--- src/ats_defs.vh ---
// Purpose: Shared constants of the asynchronous timer update block
// Assumes: Included by bare name from every design file
// Notes:   Byte addresses on a 32-bit APB, one aligned word per register
`ifndef ATS_DEFS_VH
`define ATS_DEFS_VH

// Register byte addresses
`define ATS_ADDR_STATUS   12'h030
`define ATS_ADDR_COUNT    12'h034
`define ATS_ADDR_COMPARE  12'h038
`define ATS_ADDR_CONTROL  12'h03C
`define ATS_ADDR_IRQ      12'h040

// Status register fields
`define ATS_ST_CTL_BUSY   0
`define ATS_ST_CMP_BUSY   1
`define ATS_ST_CNT_BUSY   2
`define ATS_ST_ASYNC      3

// Timer control fields
`define ATS_CTL_CS_LSB    0
`define ATS_CTL_CS_MSB    2
`define ATS_CTL_CTC       3
`define ATS_CTL_COM_LSB   4
`define ATS_CTL_COM_MSB   5

// Interrupt enable and flag fields
`define ATS_IRQ_OVF_EN    0
`define ATS_IRQ_CMP_EN    1
`define ATS_IRQ_OVF_FLAG  8
`define ATS_IRQ_CMP_FLAG  9

// Reset values
`define ATS_RST_BYTE      8'h00
`define ATS_RST_WORD      32'h0000_0000

// Timing counts
`define ATS_XFER_EDGES    2'h2
`define ATS_FLAG_SYNC     3

// Clock select codes
`define ATS_CS_DIV1       3'h1
`define ATS_CS_DIV8       3'h2
`define ATS_CS_DIV64      3'h3
`define ATS_CS_DIV256     3'h4
`define ATS_CS_DIV1024    3'h5

`endif

--- src/ats_timer_top.v ---
// Purpose: 8-bit timer with asynchronous clock option and update sync
// Assumes: APB slave, inputs synchronous to sys_clk, osc pin << sys_clk/4
// Notes:   Oscillator pin is sampled and edge detected in sys_clk
//
// Register access over APB is decoded and read back in this module.
`timescale 1ns/10ps
`include "ats_defs.vh"

module ats_timer_top #(
	parameter WIDTH = 8
) (
	input  wire        sys_clk,     // System clock, 25 MHz
	input  wire        rst_n,       // Asynchronous reset, active low
	input  wire        psel,        // APB select
	input  wire        penable,     // APB enable
	input  wire        pwrite,      // APB direction, high for write
	input  wire [11:0] paddr,       // APB byte address
	input  wire [31:0] pwdata,      // APB write data
	output reg  [31:0] prdata,      // APB read data, registered
	output wire        pready,      // APB ready, always high
	output wire        pslverr,     // APB error on unmapped address
	input  wire        oscClockPin, // Timer oscillator pin level
	input  wire        powerSave,   // Processor in power save
	input  wire        powerDown,   // Processor in power-down
	output wire        oscRun,      // Oscillator enable
	output reg         wakeReq,     // Wake request from timer
	output reg         cmpOut,      // Compare output pin
	output wire        ovfFlag,     // Overflow flag level
	output wire        cmpFlag      // Compare flag level
);

	// Reset release
	reg rstMeta_reg;
	reg rstSync_reg;

	always @(posedge sys_clk or negedge rst_n) begin
		if (!rst_n) begin
			rstMeta_reg <= 1'b0;
			rstSync_reg <= 1'b0;
		end else begin
			rstMeta_reg <= 1'b1;
			rstSync_reg <= rstMeta_reg;
		end
	end

	wire rstN = rstSync_reg;

	// Register state
	reg             asyncSel_reg;
	reg [WIDTH-1:0] count_reg;
	reg [WIDTH-1:0] compare_reg;
	reg [WIDTH-1:0] control_reg;
	reg             ovfEn_reg;
	reg             cmpEn_reg;
	reg [1:0]       flag_reg;

	// Bus decode
	reg  mapped;
	reg  wrCount;
	reg  wrCompare;
	reg  wrControl;
	reg  wrStatus;
	reg  wrIrq;
	wire apbAccess = psel & penable;
	wire apbWrite  = apbAccess & pwrite;

	always @* begin
		mapped    = 1'b0;
		wrCount   = 1'b0;
		wrCompare = 1'b0;
		wrControl = 1'b0;
		wrStatus  = 1'b0;
		wrIrq     = 1'b0;
		if (paddr == `ATS_ADDR_STATUS) begin
			mapped   = 1'b1;
			wrStatus = apbWrite;
		end else if (paddr == `ATS_ADDR_COUNT) begin
			mapped  = 1'b1;
			wrCount = apbWrite;
		end else if (paddr == `ATS_ADDR_COMPARE) begin
			mapped    = 1'b1;
			wrCompare = apbWrite;
		end else if (paddr == `ATS_ADDR_CONTROL) begin
			mapped    = 1'b1;
			wrControl = apbWrite;
		end else if (paddr == `ATS_ADDR_IRQ) begin
			mapped = 1'b1;
			wrIrq  = apbWrite;
		end
	end

	assign pready  = 1'b1;
	assign pslverr = apbAccess & ~mapped;

	// Oscillator pin synchroniser and edge detect
	reg  oscMeta_reg;
	reg  oscSync_reg;
	reg  oscLast_reg;
	wire oscRise = oscSync_reg & ~oscLast_reg;

	always @(posedge sys_clk or negedge rstN) begin
		if (!rstN) begin
			oscMeta_reg <= 1'b0;
			oscSync_reg <= 1'b0;
			oscLast_reg <= 1'b0;
		end else begin
			oscMeta_reg <= oscClockPin;
			oscSync_reg <= oscMeta_reg;
			oscLast_reg <= oscSync_reg;
		end
	end

	assign oscRun = asyncSel_reg & ~powerDown;

	// Holding registers, one per destination
	wire [WIDTH-1:0] cntHold;
	wire [WIDTH-1:0] cmpHold;
	wire [WIDTH-1:0] ctlHold;
	wire             cntLoad;
	wire             cmpLoad;
	wire             ctlLoad;
	wire             cntBusy;
	wire             cmpBusy;
	wire             ctlBusy;

	ats_update_slot #(.WIDTH(WIDTH)) uCountSlot (
		.clk       (sys_clk),
		.rstN      (rstN),
		.wrStrobe  (wrCount),
		.wrData    (pwdata[WIDTH-1:0]),
		.asyncMode (asyncSel_reg),
		.oscTick   (oscRise),
		.holdValue (cntHold),
		.loadPulse (cntLoad),
		.busy      (cntBusy)
	);

	ats_update_slot #(.WIDTH(WIDTH)) uCompareSlot (
		.clk       (sys_clk),
		.rstN      (rstN),
		.wrStrobe  (wrCompare),
		.wrData    (pwdata[WIDTH-1:0]),
		.asyncMode (asyncSel_reg),
		.oscTick   (oscRise),
		.holdValue (cmpHold),
		.loadPulse (cmpLoad),
		.busy      (cmpBusy)
	);

	ats_update_slot #(.WIDTH(WIDTH)) uControlSlot (
		.clk       (sys_clk),
		.rstN      (rstN),
		.wrStrobe  (wrControl),
		.wrData    (pwdata[WIDTH-1:0]),
		.asyncMode (asyncSel_reg),
		.oscTick   (oscRise),
		.holdValue (ctlHold),
		.loadPulse (ctlLoad),
		.busy      (ctlBusy)
	);

	// Timer clock source and prescaler
	wire       srcEdge = asyncSel_reg ? oscRise : 1'b1;
	reg  [9:0] prescale_reg;
	reg        tick;
	wire [2:0] clkSel  = control_reg[`ATS_CTL_CS_MSB:`ATS_CTL_CS_LSB];

	always @* begin
		case (clkSel)
			`ATS_CS_DIV1:    tick = srcEdge;
			`ATS_CS_DIV8:    tick = srcEdge & (prescale_reg[2:0] == 3'h7);
			`ATS_CS_DIV64:   tick = srcEdge & (prescale_reg[5:0] == 6'h3F);
			`ATS_CS_DIV256:  tick = srcEdge & (prescale_reg[7:0] == 8'hFF);
			`ATS_CS_DIV1024: tick = srcEdge & (prescale_reg == 10'h3FF);
			default:         tick = 1'b0;
		endcase
	end

	// Counting, compare and overflow
	wire             ctcMode  = control_reg[`ATS_CTL_CTC];
	wire [1:0]       comMode  = control_reg[`ATS_CTL_COM_MSB:`ATS_CTL_COM_LSB];
	wire             ctcClear = ctcMode & (count_reg == compare_reg);
	wire [WIDTH-1:0] countInc = count_reg + {{(WIDTH-1){1'b0}}, 1'b1};
	wire [WIDTH-1:0] countNext = ctcClear ? {WIDTH{1'b0}} : countInc;
	wire             suppress = cmpBusy | cntBusy;
	// Only counting onto the compare value matches, never a software load
	wire             matchNow = tick & ~cntLoad & ~suppress &
	                            (countNext == compare_reg);
	wire             ovfNow   = tick & ~cntLoad & ~ctcClear &
	                            (count_reg == {WIDTH{1'b1}});
	reg  [1:0]       evt_reg;

	always @(posedge sys_clk or negedge rstN) begin
		if (!rstN) begin
			prescale_reg <= 10'h000;
			count_reg    <= `ATS_RST_BYTE;
			compare_reg  <= `ATS_RST_BYTE;
			control_reg  <= `ATS_RST_BYTE;
			evt_reg      <= 2'h0;
			cmpOut       <= 1'b0;
		end else begin
			if (srcEdge)
				prescale_reg <= prescale_reg + 10'h001;
			if (cntLoad)
				count_reg <= cntHold;
			else if (tick)
				count_reg <= countNext;
			if (cmpLoad)
				compare_reg <= cmpHold;
			if (ctlLoad)
				control_reg <= ctlHold;
			evt_reg <= {matchNow, ovfNow};
			if (matchNow) begin
				case (comMode)
					2'h1:    cmpOut <= ~cmpOut;
					2'h2:    cmpOut <= 1'b0;
					2'h3:    cmpOut <= 1'b1;
					default: cmpOut <= cmpOut;
				endcase
			end
		end
	end

	// Flag synchronisation: bit 0 overflow, bit 1 compare
	wire [1:0] flagSet;
	wire [1:0] flagPend;
	wire [1:0] flagClr = wrIrq ? {pwdata[`ATS_IRQ_CMP_FLAG],
	                              pwdata[`ATS_IRQ_OVF_FLAG]} : 2'h0;

	genvar gi;
	generate
		for (gi = 0; gi < 2; gi = gi + 1) begin : gFlag
			reg                       pend_reg;
			reg [`ATS_FLAG_SYNC-1:0]  dly_reg;
			always @(posedge sys_clk or negedge rstN) begin
				if (!rstN) begin
					pend_reg <= 1'b0;
					dly_reg  <= {`ATS_FLAG_SYNC{1'b0}};
				end else begin
					// Wait one timer cycle, then three system cycles
					dly_reg <= {dly_reg[`ATS_FLAG_SYNC-2:0],
					            pend_reg & oscRise};
					if (evt_reg[gi] & asyncSel_reg)
						pend_reg <= 1'b1;
					else if (oscRise)
						pend_reg <= 1'b0;
				end
			end
			assign flagPend[gi] = pend_reg;
			assign flagSet[gi]  = asyncSel_reg ? dly_reg[`ATS_FLAG_SYNC-1]
			                                   : evt_reg[gi];
		end
	endgenerate

	always @(posedge sys_clk or negedge rstN) begin
		if (!rstN)
			flag_reg <= 2'h0;
		else
			flag_reg <= flagSet | (flag_reg & ~flagClr);
	end

	assign ovfFlag = flag_reg[0];
	assign cmpFlag = flag_reg[1];

	// Wake request in power save on the timer cycle after an enabled condition, async mode only
	wire [1:0] enMask = {cmpEn_reg, ovfEn_reg};

	always @(posedge sys_clk or negedge rstN) begin
		if (!rstN)
			wakeReq <= 1'b0;
		else if (!powerSave)
			wakeReq <= 1'b0;
		else if (oscRise && ((flagPend & enMask) != 2'h0))
			wakeReq <= 1'b1;
	end

	// Software control bits
	always @(posedge sys_clk or negedge rstN) begin
		if (!rstN) begin
			asyncSel_reg <= 1'b0;
			ovfEn_reg    <= 1'b0;
			cmpEn_reg    <= 1'b0;
		end else begin
			if (wrStatus)
				asyncSel_reg <= pwdata[`ATS_ST_ASYNC];
			if (wrIrq) begin
				ovfEn_reg <= pwdata[`ATS_IRQ_OVF_EN];
				cmpEn_reg <= pwdata[`ATS_IRQ_CMP_EN];
			end
		end
	end

	// Read data, captured in the setup cycle
	reg [31:0] readMux;

	always @* begin
		readMux = `ATS_RST_WORD;
		if (paddr == `ATS_ADDR_STATUS) begin
			readMux[`ATS_ST_ASYNC]    = asyncSel_reg;
			readMux[`ATS_ST_CNT_BUSY] = cntBusy;
			readMux[`ATS_ST_CMP_BUSY] = cmpBusy;
			readMux[`ATS_ST_CTL_BUSY] = ctlBusy;
		end else if (paddr == `ATS_ADDR_COUNT) begin
			readMux[WIDTH-1:0] = count_reg;
		end else if (paddr == `ATS_ADDR_COMPARE) begin
			readMux[WIDTH-1:0] = cmpHold;
		end else if (paddr == `ATS_ADDR_CONTROL) begin
			readMux[WIDTH-1:0] = ctlHold;
		end else if (paddr == `ATS_ADDR_IRQ) begin
			readMux[`ATS_IRQ_OVF_EN]   = ovfEn_reg;
			readMux[`ATS_IRQ_CMP_EN]   = cmpEn_reg;
			readMux[`ATS_IRQ_OVF_FLAG] = flag_reg[0];
			readMux[`ATS_IRQ_CMP_FLAG] = flag_reg[1];
		end
	end

	always @(posedge sys_clk or negedge rstN) begin
		if (!rstN)
			prdata <= `ATS_RST_WORD;
		else if (psel && !penable && !pwrite)
			prdata <= readMux;
	end

endmodule // ats_timer_top

--- src/ats_update_slot.v ---
// Purpose: Temporary holding register with update-busy flag
// Assumes: oscTick is a one-cycle pulse per rising timer clock edge
// Notes:   Busy clear passes a two-stage pipeline after the load
`timescale 1ns/10ps
`include "ats_defs.vh"

module ats_update_slot #(
	parameter WIDTH = 8
) (
	input  wire             clk,       // System clock
	input  wire             rstN,      // Synchronised reset, active low
	input  wire             wrStrobe,  // Software write, one cycle
	input  wire [WIDTH-1:0] wrData,    // Written value
	input  wire             asyncMode, // Timer on oscillator clock
	input  wire             oscTick,   // Timer clock rising edge pulse
	output reg  [WIDTH-1:0] holdValue, // Temporary register contents
	output reg              loadPulse, // Load destination, one cycle
	output reg              busy       // Update busy flag
);

	reg       pending_reg;
	reg [1:0] edgeCnt_reg;
	reg [1:0] doneSync_reg;

	always @(posedge clk or negedge rstN) begin
		if (!rstN) begin
			holdValue    <= {WIDTH{1'b0}};
			loadPulse    <= 1'b0;
			busy         <= 1'b0;
			pending_reg  <= 1'b0;
			edgeCnt_reg  <= 2'h0;
			doneSync_reg <= 2'h0;
		end else begin
			loadPulse    <= 1'b0;
			doneSync_reg <= {doneSync_reg[0], 1'b0};
			if (doneSync_reg[1])
				busy <= 1'b0;
			if (wrStrobe) begin
				holdValue <= wrData;
				if (asyncMode) begin
					pending_reg <= 1'b1;
					edgeCnt_reg <= 2'h0;
					busy        <= 1'b1;
				end else begin
					pending_reg <= 1'b0;
					loadPulse   <= 1'b1;
				end
			end else if (pending_reg && oscTick) begin
				if (edgeCnt_reg + 2'h1 == `ATS_XFER_EDGES) begin
					pending_reg  <= 1'b0;
					loadPulse    <= 1'b1;
					doneSync_reg <= {doneSync_reg[0], 1'b1};
				end else begin
					edgeCnt_reg <= edgeCnt_reg + 2'h1;
				end
			end
		end
	end

endmodule // ats_update_slot

--- config.mk ---
export PLATFORM = sky130hd
export DESIGN_NAME = ats_timer_top
export DESIGN_NICKNAME = d
export VERILOG_FILES = /design/src/ats_timer_top.v /design/src/ats_update_slot.v
export VERILOG_INCLUDE_DIRS = /design/src
export SDC_FILE = /design/constraint.sdc
export NUM_CORES = 1
export LEC_CHECK = 0
export BUFFER_PORTS_ARGS = -buffer_cell sky130_fd_sc_hd__buf_4
export CAP_MARGIN = 10
export CORE_UTILIZATION = 45
export DETAILED_ROUTE_END_ITERATION = 10
export GPL_TIMING_DRIVEN = 0
export PLACE_DENSITY_LB_ADDON = 0.2
export SLEW_MARGIN = 30
export SYNTH_ARGS = -nofsm -noshare
export SYNTH_HDL_FRONTEND = slang
export SYNTH_SLANG_ARGS = --single-unit
--- constraint.sdc ---
create_clock -name sys_clk -period 4.3 [get_ports sys_clk]
set_input_delay 0.215 -clock sys_clk [delete_from_list [all_inputs] [get_ports sys_clk]]
set_output_delay 0.215 -clock sys_clk [all_outputs]
set_load 0.05 [all_outputs]
# [Word level (Yosys, flattened, before mapping)]
# Cells that the tools add are included.
[totals] ff_bits=109 wordCells=224
[classes] add_sub_neg=5 n_eq_ne=30 mux=93 n_bitwise=31 n_reduce_logical=26
[op_table] op="2-to-1 mux 1 bit" n=66
[op_table] op="equality test 12 x 6 -> 1 bit (second input constant)" n=4
[op_table] op="2-to-1 mux 8 bit" n=5
[op_table] op="2-to-1 mux 2 bit" n=17
[op_table] op="nonzero test 2 bit" n=10
[op_table] op="AND 1 bit" n=19
[op_table] op="equality test 8 bit" n=2
[op_table] op="equality test 8 bit (second input constant)" n=2
[op_table] op="equality test 12 x 7 -> 1 bit (second input constant)" n=1
[op_table] op="2-to-1 mux 6 bit" n=2
[op_table] op="adder 10 x 1 -> 10 bit (second input constant)" n=1
[op_table] op="equality test 10 bit (second input constant)" n=1
[op_table] op="equality test 2 bit (second input constant)" n=5
[op_table] op="equality test 3 bit (second input constant)" n=3
[op_table] op="AND reduction 3 bit" n=3
[op_table] op="adder 8 x 1 -> 8 bit (second input constant)" n=1
[op_table] op="inequality test 2 x 1 -> 1 bit (second input constant)" n=4
[op_table] op="AND reduction 2 bit" n=4
[op_table] op="inverter 1 bit" n=7
[op_table] op="adder 2 x 1 -> 2 bit (second input constant)" n=3
[op_table] op="equality test 3 x 2 -> 1 bit (second input constant)" n=2
[op_table] op="equality test 6 bit (second input constant)" n=1
[op_table] op="logical AND 1 bit" n=6
[op_table] op="inequality test 2 bit (second input constant)" n=3
[op_table] op="other kinds (11)" n=13

# [Depth between registers and ports, before layout]
# Gate-level depths: netlist of the first run.
[logic_depth] ltp_word=11 ltp_mapped=10

# [By module]
# From an unflattened synthesis of the first run, not the netlist that was laid out.
[hier_totals] hier_cells=479 area_unflattened_um2=5317.6
[modules_own_cells] module="ats_timer_top" n_inst=1 cells_each=356 area_per_inst_um2=3515.9
[modules_own_cells] module="ats_update_slot" n_inst=3 cells_each=41 area_per_inst_um2=600.6

# [Worst setup path after synthesis of the first run]
# No wires, ideal clock.
[synth_path] kind="flip-flop to flip-flop" from="register count_reg[1]" to="register cmpOut" arrival_time_ns=2.444 required_ns=4.227 setup_slack_ns=1.783 stages_incl_launch_ff=10 path_buffers=1 path_cell_list="dfrtp_1 -> ha_1 -> and3_1 -> buf_4 -> and3_4 -> xnor2_1 -> a221o_1 -> or4b_4 -> nor3b_2 -> a2bb2oi_2"
[synth_between] elab_chain_len=6 elab_cells_between_ends=7
[synth_rtl] item="start, declared" line_no="ats_timer_top.v:50" text="reg [WIDTH-1:0] count_reg;"
[synth_rtl] item="start signal, assigned" line_no="ats_timer_top.v:196" text="count_reg <= `ATS_RST_BYTE;"
[synth_rtl] item="start signal, assigned" line_no="ats_timer_top.v:205" text="count_reg <= cntHold;"
[synth_rtl] item="start signal, assigned" line_no="ats_timer_top.v:207" text="count_reg <= countNext;"
[synth_rtl] item="parallel branches: the longest is 2 deep, another holds adder 8 x 1 -> 8 bit"
[synth_rtl] item="2-to-1 mux 8 bit *" line_no="ats_timer_top.v:184" text="wire [WIDTH-1:0] countNext = ctcClear ? {WIDTH{1'b0}} : countInc;"
[synth_rtl] item="equality test 8 bit *" line_no="ats_timer_top.v:188" text="(countNext == compare_reg);"
[synth_rtl] item="AND 1 bit *" line_no="ats_timer_top.v:187" text="wire matchNow = tick & ~cntLoad & ~suppress &"
[synth_rtl] item="AND reduction 2 bit (no line) *"
[synth_rtl] item="end signal, assigned" line_no="ats_timer_top.v:215" text="2'h1: cmpOut <= ~cmpOut;"
[synth_rtl] item="end signal, assigned" line_no="ats_timer_top.v:218" text="default: cmpOut <= cmpOut;"
[synth_rtl] item="end, declared" line_no="ats_timer_top.v:27" text="output reg cmpOut,"
# Every way passes the cells marked *.
# A chain may end at the register's enable or synchronous reset.

# [Worst setup path after layout of the first run]
[layout_path] from="register count_reg[1]" to="register cmpOut"
[layout_between] elab_chain_len=6 elab_cells_between_ends=7
[layout_rtl] item="parallel branches: the longest is 2 deep, another holds adder 8 x 1 -> 8 bit"
[layout_rtl] item="2-to-1 mux 8 bit *" line_no="ats_timer_top.v:184"
[layout_rtl] item="equality test 8 bit *" line_no="ats_timer_top.v:188"
[layout_rtl] item="AND 1 bit *" line_no="ats_timer_top.v:187"
[layout_rtl] item="named net matchNow" line_no="ats_timer_top.v:187"
[layout_rtl] item="AND reduction 2 bit (no line) *"
# Mark *: on every way through the listed nets, which the timed path passes.

==> results.yml, run 1 <==
status:
  status: "completed"
timing:
  hold_viol: 0
  finalSetupTns_ps: 0
  slew_viol_final: 0
  fin_skew_ps: 4.825
  relSlewSlack: 0.5983
  fmax_ghz: 0.3433
  finalCritPeriodShare: 0.6774
  rsz0062_at_grt: "no"
  finalSetupViolCount: 0
  layout_min_cycle_time_ps: 2913
  worst_pin_slew_ps: 602.5
clock_network:
  cts_resized: 0
  post-cts-setup-buffers: 0
  cts_num_sinks: 109
  holdBufCountCts: 2
  numCtsBuffers: 9
  clk_pin_slew_worst_paths_ps: 70
  cts_tree: "yes"
  htree_levels: 3
  root_buffer: "clkbuf_16"
  clk_path_buf_depth: 2
  clk-insertion-delay-late_ps: 340
layout:
  final_cell_area_um2: 6170
  final_nets: 654
  syn2layout_area_growth_pct: 19.08
  drive_gt1_frac: 0.2100
  insertedDiodeCount: 0
die:
  core-area_um2: 11030
  io_pins: 91
  start_util: 0.4697
  dieArea_um2: 11950
  dieHeight_um: 109.3
  fp.dieW_um: 109.3
  row_count: 38
critical_path:
  reg2regPathDepth: 9
  critPathMaxFanout: 7
  end_kind: "register"
  critPathMaxStageDelay_ps: 550
  r2r-end: "cmpOut$_DFFE_PN0P_"
  startpoint_type: "register"
  timing.rr.start: "count_reg[1]$_DFFE_PN0P_"
  cp_cell_sequence: "ha_1 -> and3_1 -> buf_4 -> and3_4 -> xnor2_1 -> a221o_1 -> or4b_4 -> nor2_1 -> a2bb2oi_2"
  crit_required_ps: 4520
  cpMaxStageDelayCell: "or4b_4"
  reg2reg_slack_ps: 1390
  crit_start: "count_reg[1]$_DFFE_PN0P_"
  arrival_ps: 3130
  crit_type: "register to register"
detailed_routing:
  wl_per_cell_um: 15.42
  viasPerCell: 5.186
  antenna_left: 0
  vias: 3838
  drc_errors: 0
  drt_wl_total_um: 11410
  first_pass_iters: 4
  drt_iter0_markers: 215
place:
  dpl_cell_area_um2: 5821
  hpwl_um: 8612
  place.gp.congestion: 0.8670
  portBuffers: 44
synth:
  seq_area_frac_synth: 0.5264
  synth_area_um2: 5181
  yosys_register_bits: 109
  synth_ff_type: "dfrtp_1"
  ys_types: 53
  synth_top_area_frac: 0.5264
  synth_top_area_cell: "dfrtp_1"
  synth_edf_count: 0
  synthTopCellsByArea: "dfrtp_1 53%, nand2_1 7.2%, mux2_2 5.7%, buf_4 3.6%, o21ai_0 3.5%"
  syn_inst: 514
  avgSynthCellArea_um2: 10.08
  ys_warn_count: 0
  async_flop_share: 1.000
power:
  p_leak_nw: 2.957
  ir_drop_mv: 0.1983
  power_density_nw_per_um2: 394.7
global_route:
  grt_first_pass_wirelength_um: 18600
  grt_pass1_vias: 3653
  overflow: 0
  grt_max_degree: 48
  antenna_found_initial: 0
  grt_util_all_layers: 0.2091
worst_hold_path:
  holdPathStages: 3
  worstHoldStart: "pwdata[2]"
  worstHoldEndpoint: "uCountSlot.holdValue[2]$_DFFE_PN0P_"
  worstHoldPathType: "input pin to register"
job:
  max_cap_violations: 0
-- worst max-delay path: cells and delay by family (launching register included) --
family | cells | cell delay [ps]
AOI/OAI and AO/OA | 2 | 450
xor gates and xnor gates | 1 | 140
adders and majority gates | 1 | 290
buffers and inverters | 1 | 150
DFF | 1 | 490
and+or+nand+nor | 4 | 1280
-- area by class of cell --
type,instances,area [um2]
Fill cell,988,4861
Timing Repair Buffer,48,397.9
Tap cell,140,175.2
Multi-Input combinational cell,364,2195
Sequential cell,109,2731
Inverter,14,52.55
Clock buffer,13,260.3
Buffer,49,289.0
Clock inverter,3,68.82
-- per-stage QoR --
stage	total power, mW	cells	hold slack (ps)	setup WS [ps]	utilization
detailed placement	1.555	722	-1.155	1417	0.5277
global route	2.544	740	103.9	1287	0.5593
CTS	2.455	740	94.07	1384	0.5593
global placement	1.533	720	-3.025	-84.41	0.5230
finish	2.435	740	102.7	1387	0.5593
floorplan	1.439	536	-80.59	1039	-
-- synthesized netlist by cell type (4+ instances only) --
library cell	instances
mux2_2	26
dfrtp_1	109
o22ai_1	6
a21oi_1	15
nor3_1	12
xnor2_1	14
inv_1	12
nand4_1	4
nand2_1	99
xor2_1	7
buf_4	25
clkbuf_1	19
nand2b_1	6
o31ai_1	4
nand3b_1	5
and3_1	4
nor4_1	4
o21ai_0	36
ha_1	7
nor2_1	20
a22oi_1	6
nor2b_1	6
nand3_1	19
-- worst max path at each step --
stage                                          end  slack (ps)  depth (start not counted)
after global placement    count_reg[4]$_DFFE_PN0P_         -80                          0
after floorplan           asyncSel_reg$_DFFE_PN0P_        1040                          0
after global routing            cmpOut$_DFFE_PN0P_        1290                          9
after detailed placement        cmpOut$_DFFE_PN0P_        1420                          9
final                           cmpOut$_DFFE_PN0P_        1390                          9
after CTS                       cmpOut$_DFFE_PN0P_        1380                          9
-- kinds of logic (layout without fill, tap and decap cells) --
group / count (synthesis) / in the layout / share of synthesized area
simple gates: 196 / 196 / 0.1814
flops: 109 / 109 / 0.5264
compound gates: 85 / 85 / 0.1007
buf+inv: 63 / 127 / 0.06592
mux: 31 / 31 / 0.07172
xor+xnor: 21 / 21 / 0.03550
fa+ha+maj: 7 / 7 / 0.01690
other cells: 2 / 24 / 0.001449
-- routing by layer --
layer,vias to the layer above,global-route usage,share of wire
met1,1814,0.2938,0.45
met4,0,0.08286,0.021
met3,18,0.03912,0.053
li1,1884,-,-
met5,-,0,0
met2,122,0.3217,0.48
-- cell usage in the layout, fill, tap and decap left out, drive strengths merged, types with 3 or more instances in the layout --
cell    count
a21oi      15
a221o       3
a22oi       6
and3        5
buf        76
clkbuf     32
clkinv      3
conb       24
dfrtp     109
ha          7
inv        12
mux2       26
mux2i       3
nand2      99
nand2b      6
nand3      19
nand3b      5
nand4       4
nor2       20
nor2b       6
nor3       13
nor4        4
o21a        3
o21ai      36
o22ai       6
o31ai       4
or2         3
xnor2      14
xor2        7
-- where the power goes --
part | leakage, nW | switching (mW) | internal, mW | total [mW]
Combinational | 1.38 | 0.236 | 0.163 | 0.399
Clock | 0.160 | 0.354 | 0.544 | 0.897
Sequential | 1.42 | 0.0606 | 1.08 | 1.14
No activity file was read; power rests on OpenSTA's default activity.
==> run 2: changes to the inputs <==
==> constraint.sdc (replaced) <==
create_clock -name sys_clk -period 2.84 [get_ports sys_clk]
set_input_delay 0.142 -clock sys_clk [delete_from_list [all_inputs] [get_ports sys_clk]]
set_output_delay 0.142 -clock sys_clk [all_outputs]
set_load 0.05 [all_outputs]
==> run 2 against run 1 <==
Effect of this change:
- critical path depth unchanged
- critical path type unchanged
- first-iteration DRC count down 26%
- core utilization is 0.40 points lower
- combinational power up 50%
- largest cell class unchanged
==> results.yml, run 2 (same netlist as run 1, synthesis figures left out) <==
detailed_routing:
  drc_errors: 0
  viasPerCell: 5.161
  antenna_left: 0
  wl_per_cell_um: 15.25
  drt_wl_total_um: 11290
  first_pass_iters: 4
  drt_iter0_markers: 160
  vias: 3819
clock_network:
  cts_tree: "yes"
  clk-insertion-delay-late_ps: 350
  post-cts-setup-buffers: 0
  clk_pin_slew_worst_paths_ps: 70
  htree_levels: 3
  numCtsBuffers: 9
  clk_path_buf_depth: 2
  root_buffer: "clkbuf_16"
  cts_num_sinks: 109
critical_path:
  startpoint_type: "register"
  crit_required_ps: 3120
  path_buf_inv: 1
  arrival_ps: 3010
  critPathMaxStageDelay_ps: 570
  cp_cell_sequence: "ha_1 -> and3_1 -> buf_4 -> and3_4 -> xnor2_1 -> a221o_1 -> or4b_4 -> nor3b_2 -> a2bb2oi_2"
  reg2regPathDepth: 9
  crit_type: "register to register"
  critPathMaxFanout: 7
  reg2reg_slack_ps: 110
  crit_family: "simple AND/OR/NAND/NOR gates"
  r2r-end: "cmpOut$_DFFE_PN0P_"
  end_kind: "register"
  cpMaxStageDelayCell: "or4b_4"
  timing.rr.start: "count_reg[1]$_DFFE_PN0P_"
power:
  switchingPower_mw: 1.021
  p_int_mw: 2.484
  combPwrFrac: 0.170
  p_seq_frac: 0.493
  p_leak_nw: 2.929
  p_sw_frac: 0.2912
  ir_drop_mv: 0.2960
  power.total_mw: 3.505
  power_density_nw_per_um2: 572.1
  pwr-share-clk: 0.337
die:
  start_util: 0.4697
  dieArea_um2: 11950
  io_pins: 91
  fp.dieW_um: 109.3
  core-area_um2: 11030
  row_count: 38
  dieHeight_um: 109.3
global_route:
  overflow: 0
  grt_first_pass_wirelength_um: 18750
  grt_util_all_layers: 0.2084
  grt_pass1_vias: 3686
  antenna_found_initial: 0
  grt_max_degree: 49
timing:
  relSlewSlack: 0.5787
  fin_hold_ws_ps: 29.03
  setup_slack_ps: 111.5
  fin_skew_ps: 5.918
  slew_viol_final: 0
  finalSetupViolCount: 0
  layout_min_cycle_time_ps: 2729
  rsz0062_at_grt: "no"
  finalCritPeriodShare: 0.9607
  hold_viol: 0
  fmax_ghz: 0.3665
  worst_pin_slew_ps: 632.0
layout:
  final_nets: 654
  stdcell_count: 740
  final_cell_mix: "107 x dfrtp_1, 99 x nand2_1, 69 x buf_4"
  drive_gt1_frac: 0.2150
  insertedDiodeCount: 0
  final_common_cell: "dfrtp_1"
  n_fill_cell: 997
  syn2layout_area_growth_pct: 18.23
place:
  placed_cells: 722
  place_ws_ps: -12.92
  portBuffers: 44
  place.gp.congestion: 0.8732
  hpwl_um: 8551
worst_hold_path:
  worstHoldStart: "pwdata[2]"
  worstHoldEndpoint: "uCountSlot.holdValue[2]$_DFFE_PN0P_"
  holdPathStages: 3
  worstHoldPathType: "input pin to register"
status:
  status: "completed"
job:
  max_cap_violations: 0
run 2: cell types whose count changed in the layout (fill, tap and decap cells not counted), sizes merged:
cell / delta
bufinv: -2
clkinvlp: +1
inv: +2
clkbuf: -3
clkinv: +2
run 2: area by class of cell:
cell class | instances | area, um2 | area share
sequential | 109 | 2733 | 0.4461
multi-input combinational | 364 | 2202 | 0.3595
buffer | 49 | 289.0 | 0.04718
clock buffer | 10 | 229.0 | 0.03738
inverter | 14 | 52.55 | 0.008578
timing repair buffer | 48 | 397.9 | 0.06495
tap | 140 | 175.2 | 0.02859
clock inverter | 6 | 47.55 | 0.007761
run 2: power by group through the flow:
stage | Sequential (mW) | Clock [mW] | Combinational [mW]
final | 1.73 | 1.18 | 0.597
after global routing | 1.74 | 1.26 | 0.658
after CTS | 1.73 | 1.20 | 0.599
after detailed placement | 1.75 | 0 | 0.595
after global placement | 1.77 | 0 | 0.550
after floorplan | 1.74 | 0 | 0.437
run 2: through the flow:
stage          instance area (um2)  utilization  setup TNS (ps)
4_1_cts                       6120       0.5548               0
6_report                      6126       0.5554               0
2_1_floorplan                 5265            -               0
5_1_grt                       6126       0.5554               0
3_5_place_dp                  5821       0.5277          -12.92
3_3_place_gp                  5771       0.5231               0
run 2: worst max-delay path by stage:
stage	start	end	slack (ps)	cells after the start
floorplan	count_reg[1]$_DFFE_PN0P_	cmpOut$_DFFE_PN0P_	320	9
global placement	count_reg[1]$_DFFE_PN0P_	cmpOut$_DFFE_PN0P_	6	9
detailed placement	count_reg[1]$_DFFE_PN0P_	cmpOut$_DFFE_PN0P_	-10	9
CTS	count_reg[1]$_DFFE_PN0P_	cmpOut$_DFFE_PN0P_	70	9
global route	control_reg[1]$_DFFE_PN0P_	count_reg[7]$_DFFE_PN0P_	5	10
finish	count_reg[1]$_DFFE_PN0P_	cmpOut$_DFFE_PN0P_	110	9
run 2: tightest hold or removal path: stages:
cell and delay [ps]:
buf_4 100, nand2_1 40, nand2_1 50
run 2: timing repair:
item,4_1_cts,5_1_grt
hold buffers,2,0
cloned,0,0
setup endpoints to repair,1,3
resized for setup,1,3
hold endpoints to repair,3,0
run 2: per-layer routing:
metal / vias up / GRT usage / share of wire
met5: - / 0 / 0
met3: 15 / 0.03260 / 0.032
met4: 0 / 0.08286 / 0.021
met2: 71 / 0.3181 / 0.47
met1: 1850 / 0.2991 / 0.47
li1: 1883 / - / -
==> run 3: changes to the inputs <==
--- a/config.mk
+++ b/config.mk
@@ -8,10 +8,12 @@
 export LEC_CHECK = 0
 export BUFFER_PORTS_ARGS = -buffer_cell sky130_fd_sc_hd__buf_4
 export CAP_MARGIN = 10
+export CORE_MARGIN = 2
 export CORE_UTILIZATION = 45
 export DETAILED_ROUTE_END_ITERATION = 10
 export GPL_TIMING_DRIVEN = 0
 export PLACE_DENSITY_LB_ADDON = 0.2
+export RECOVER_POWER = 25
 export SLEW_MARGIN = 30
 export SYNTH_ARGS = -nofsm -noshare
 export SYNTH_HDL_FRONTEND = slang
==> run 3 against run 2 <==
Effect of this change:
- first-iteration DRC count is 66% higher
- count of clock-buffer cells in the layout is 1 lower
- clock power increased by 10%
- sequential cell count unchanged
- cell count increased by 0.41%
- sequential power is essentially flat
- power increased by 3.3%
- maximum frequency up 0.11%
- critical path type unchanged
==> results.yml, run 3 (same netlist as run 1, synthesis figures left out) <==
status:
  status: "completed"
critical_path:
  crit_required_ps: 3130
  crit_type: "register to register"
  path_buf_inv: 1
  critPathMaxStageDelay_ps: 550
  arrival_ps: 3010
  cp_cell_sequence: "ha_1 -> and3_1 -> buf_4 -> and3_4 -> xnor2_1 -> a221o_1 -> or4b_4 -> nor3b_2 -> a2bb2oi_2"
  startpoint_type: "register"
  cpMaxStageDelayCell: "or4b_4"
  critPathMaxFanout: 7
  end_kind: "register"
  crit_family: "simple AND/OR/NAND/NOR gates"
detailed_routing:
  viasPerCell: 5.269
  antenna_left: 0
  drt_wl_total_um: 11600
  drt_iter0_markers: 266
  vias: 3915
  drc_errors: 0
  wl_per_cell_um: 15.62
  first_pass_iters: 7
clock_network:
  numCtsBuffers: 9
  root_buffer: "clkbuf_16"
  clk-insertion-delay-late_ps: 360
  htree_levels: 3
  clk_path_buf_depth: 2
  cts_tree: "yes"
  clk_pin_slew_worst_paths_ps: 70
  cts_num_sinks: 109
timing:
  finalSetupTns_ps: 0
  hold_viol: 0
  rsz0062_at_grt: "no"
  fmax_ghz: 0.3669
  finalSetupViolCount: 0
  finalCritPeriodShare: 0.9597
  layout_min_cycle_time_ps: 2725
  relSlewSlack: 0.2154
  slew_viol_final: 0
  fin_skew_ps: 6.730
  worst_pin_slew_ps: 1177
die:
  dieArea_um2: 12390
  fp.dieW_um: 111.3
  start_util: 0.4577
  row_count: 39
  io_pins: 91
  core-area_um2: 11320
  dieHeight_um: 111.3
layout:
  syn2layout_area_growth_pct: 18.43
  n_fill_cell: 989
  drive_gt1_frac: 0.2150
  final_cell_mix: "108 x dfrtp_1, 99 x nand2_1, 67 x buf_4"
  register_area_um2: 2729
  insertedDiodeCount: 0
  multiInputGateArea_um2: 2197
  final_common_cell: "dfrtp_1"
  final_nets: 654
  final_util: 0.5420
global_route:
  antenna_found_initial: 0
  grt_first_pass_wirelength_um: 19380
  overflow: 0
  grt_pass1_vias: 3825
  grt_util_all_layers: 0.1954
  grt_max_degree: 52
job:
  max_cap_violations: 0
place:
  place.gp.congestion: 0.8526
  portBuffers: 44
  hpwl_um: 8615
power:
  p_sw_frac: 0.2891
  combPwrFrac: 0.167
  p_seq_frac: 0.475
  p_int_mw: 2.575
  pwr-share-clk: 0.358
  ir_drop_mv: 0.5202
  power_density_nw_per_um2: 590.3
  p_leak_nw: 2.941
  switchingPower_mw: 1.047
worst_hold_path:
  worstHoldPathType: "input pin to register"
==> run 3: power groups by stage <==
stage | Combinational, mW | Sequential [mW] | Clock (mW)
floorplan | 0.437 | 1.74 | 0
global placement | 0.553 | 1.77 | 0
global route | 0.667 | 1.73 | 1.39
detailed placement | 0.603 | 1.75 | 0
finish | 0.606 | 1.72 | 1.30
CTS | 0.607 | 1.72 | 1.33
==> run 3: worst paths after layout <==
path	cells after the start	to	from	slack [ps]
max	9	cmpOut$_DFFE_PN0P_	count_reg[1]$_DFFE_PN0P_	110
min	3	uCompareSlot.holdValue[7]$_DFFE_PN0P_	pwdata[7]	8
max reg2reg	9	cmpOut$_DFFE_PN0P_	count_reg[1]$_DFFE_PN0P_	110
min reg2reg	0	gFlag[0].dly_reg[0]$_DFF_PN0_	rstN$_DFF_PN0_	160
max in group asynchronous	2	prescale_reg[0]$_DFFE_PN0P_	rstN$_DFF_PN0_	1100
min in group asynchronous	2	rstMeta_reg$_DFF_PN0_	rst_n	90
==> run 3: worst reg2reg max path: cells and delay by family (launching register included) <==
kind / cells / cell delay (ps)
xor gates and xnor gates: 1 / 150
and+or+nand+nor: 4 / 1120
adders and majority gates: 1 / 250
AOI/OAI and AO/OA: 2 / 500
buffers and inverters: 1 / 150
DFF: 1 / 480
==> run 3: per-stage QoR <==
stage | cell area [um2] | hold slack, ps | total power, mW | instances | setup WS [ps]
after CTS | 6161 | 2.715 | 3.653 | 743 | 82.77
final | 6136 | 8.168 | 3.622 | 743 | 114.6
after floorplan | 5265 | -153.6 | 2.179 | 536 | 323.0
after detailed placement | 5832 | -74.17 | 2.352 | 725 | 105.8
after global placement | 5774 | -75.80 | 2.324 | 723 | 143.2
after global routing | 6136 | 13.99 | 3.793 | 743 | 3.351
==> run 3: timing repair <==
action,in CTS,in global routing
hold endpoints to repair,3,0
resized for setup,0,4
setup buffers,0,0
hold buffers,2,0
setup endpoints to repair,0,3
==> run 3: final cells by class <==
| class | instances | share of cell area |
|---|---|---|
| Clock inverter | 7 | 0.01366 |
| Sequential cell | 109 | 0.4447 |
| Buffer | 49 | 0.04731 |
| Multi-Input combinational cell | 364 | 0.3581 |
| Timing Repair Buffer | 48 | 0.06179 |
| Inverter | 14 | 0.008564 |
| Tap cell | 143 | 0.02916 |
| Clock buffer | 9 | 0.03670 |
==> run 3: metal layers <==
| metal | vias up | part of all wire | track usage |
|---|---|---|---|
| met4 | 0 | 0.0091 | 0.05597 |
| li1 | 1887 | - | - |
| met2 | 106 | 0.47 | 0.3130 |
| met1 | 1909 | 0.47 | 0.2672 |
| met3 | 13 | 0.055 | 0.04811 |
| met5 | - | 0 | 0 |
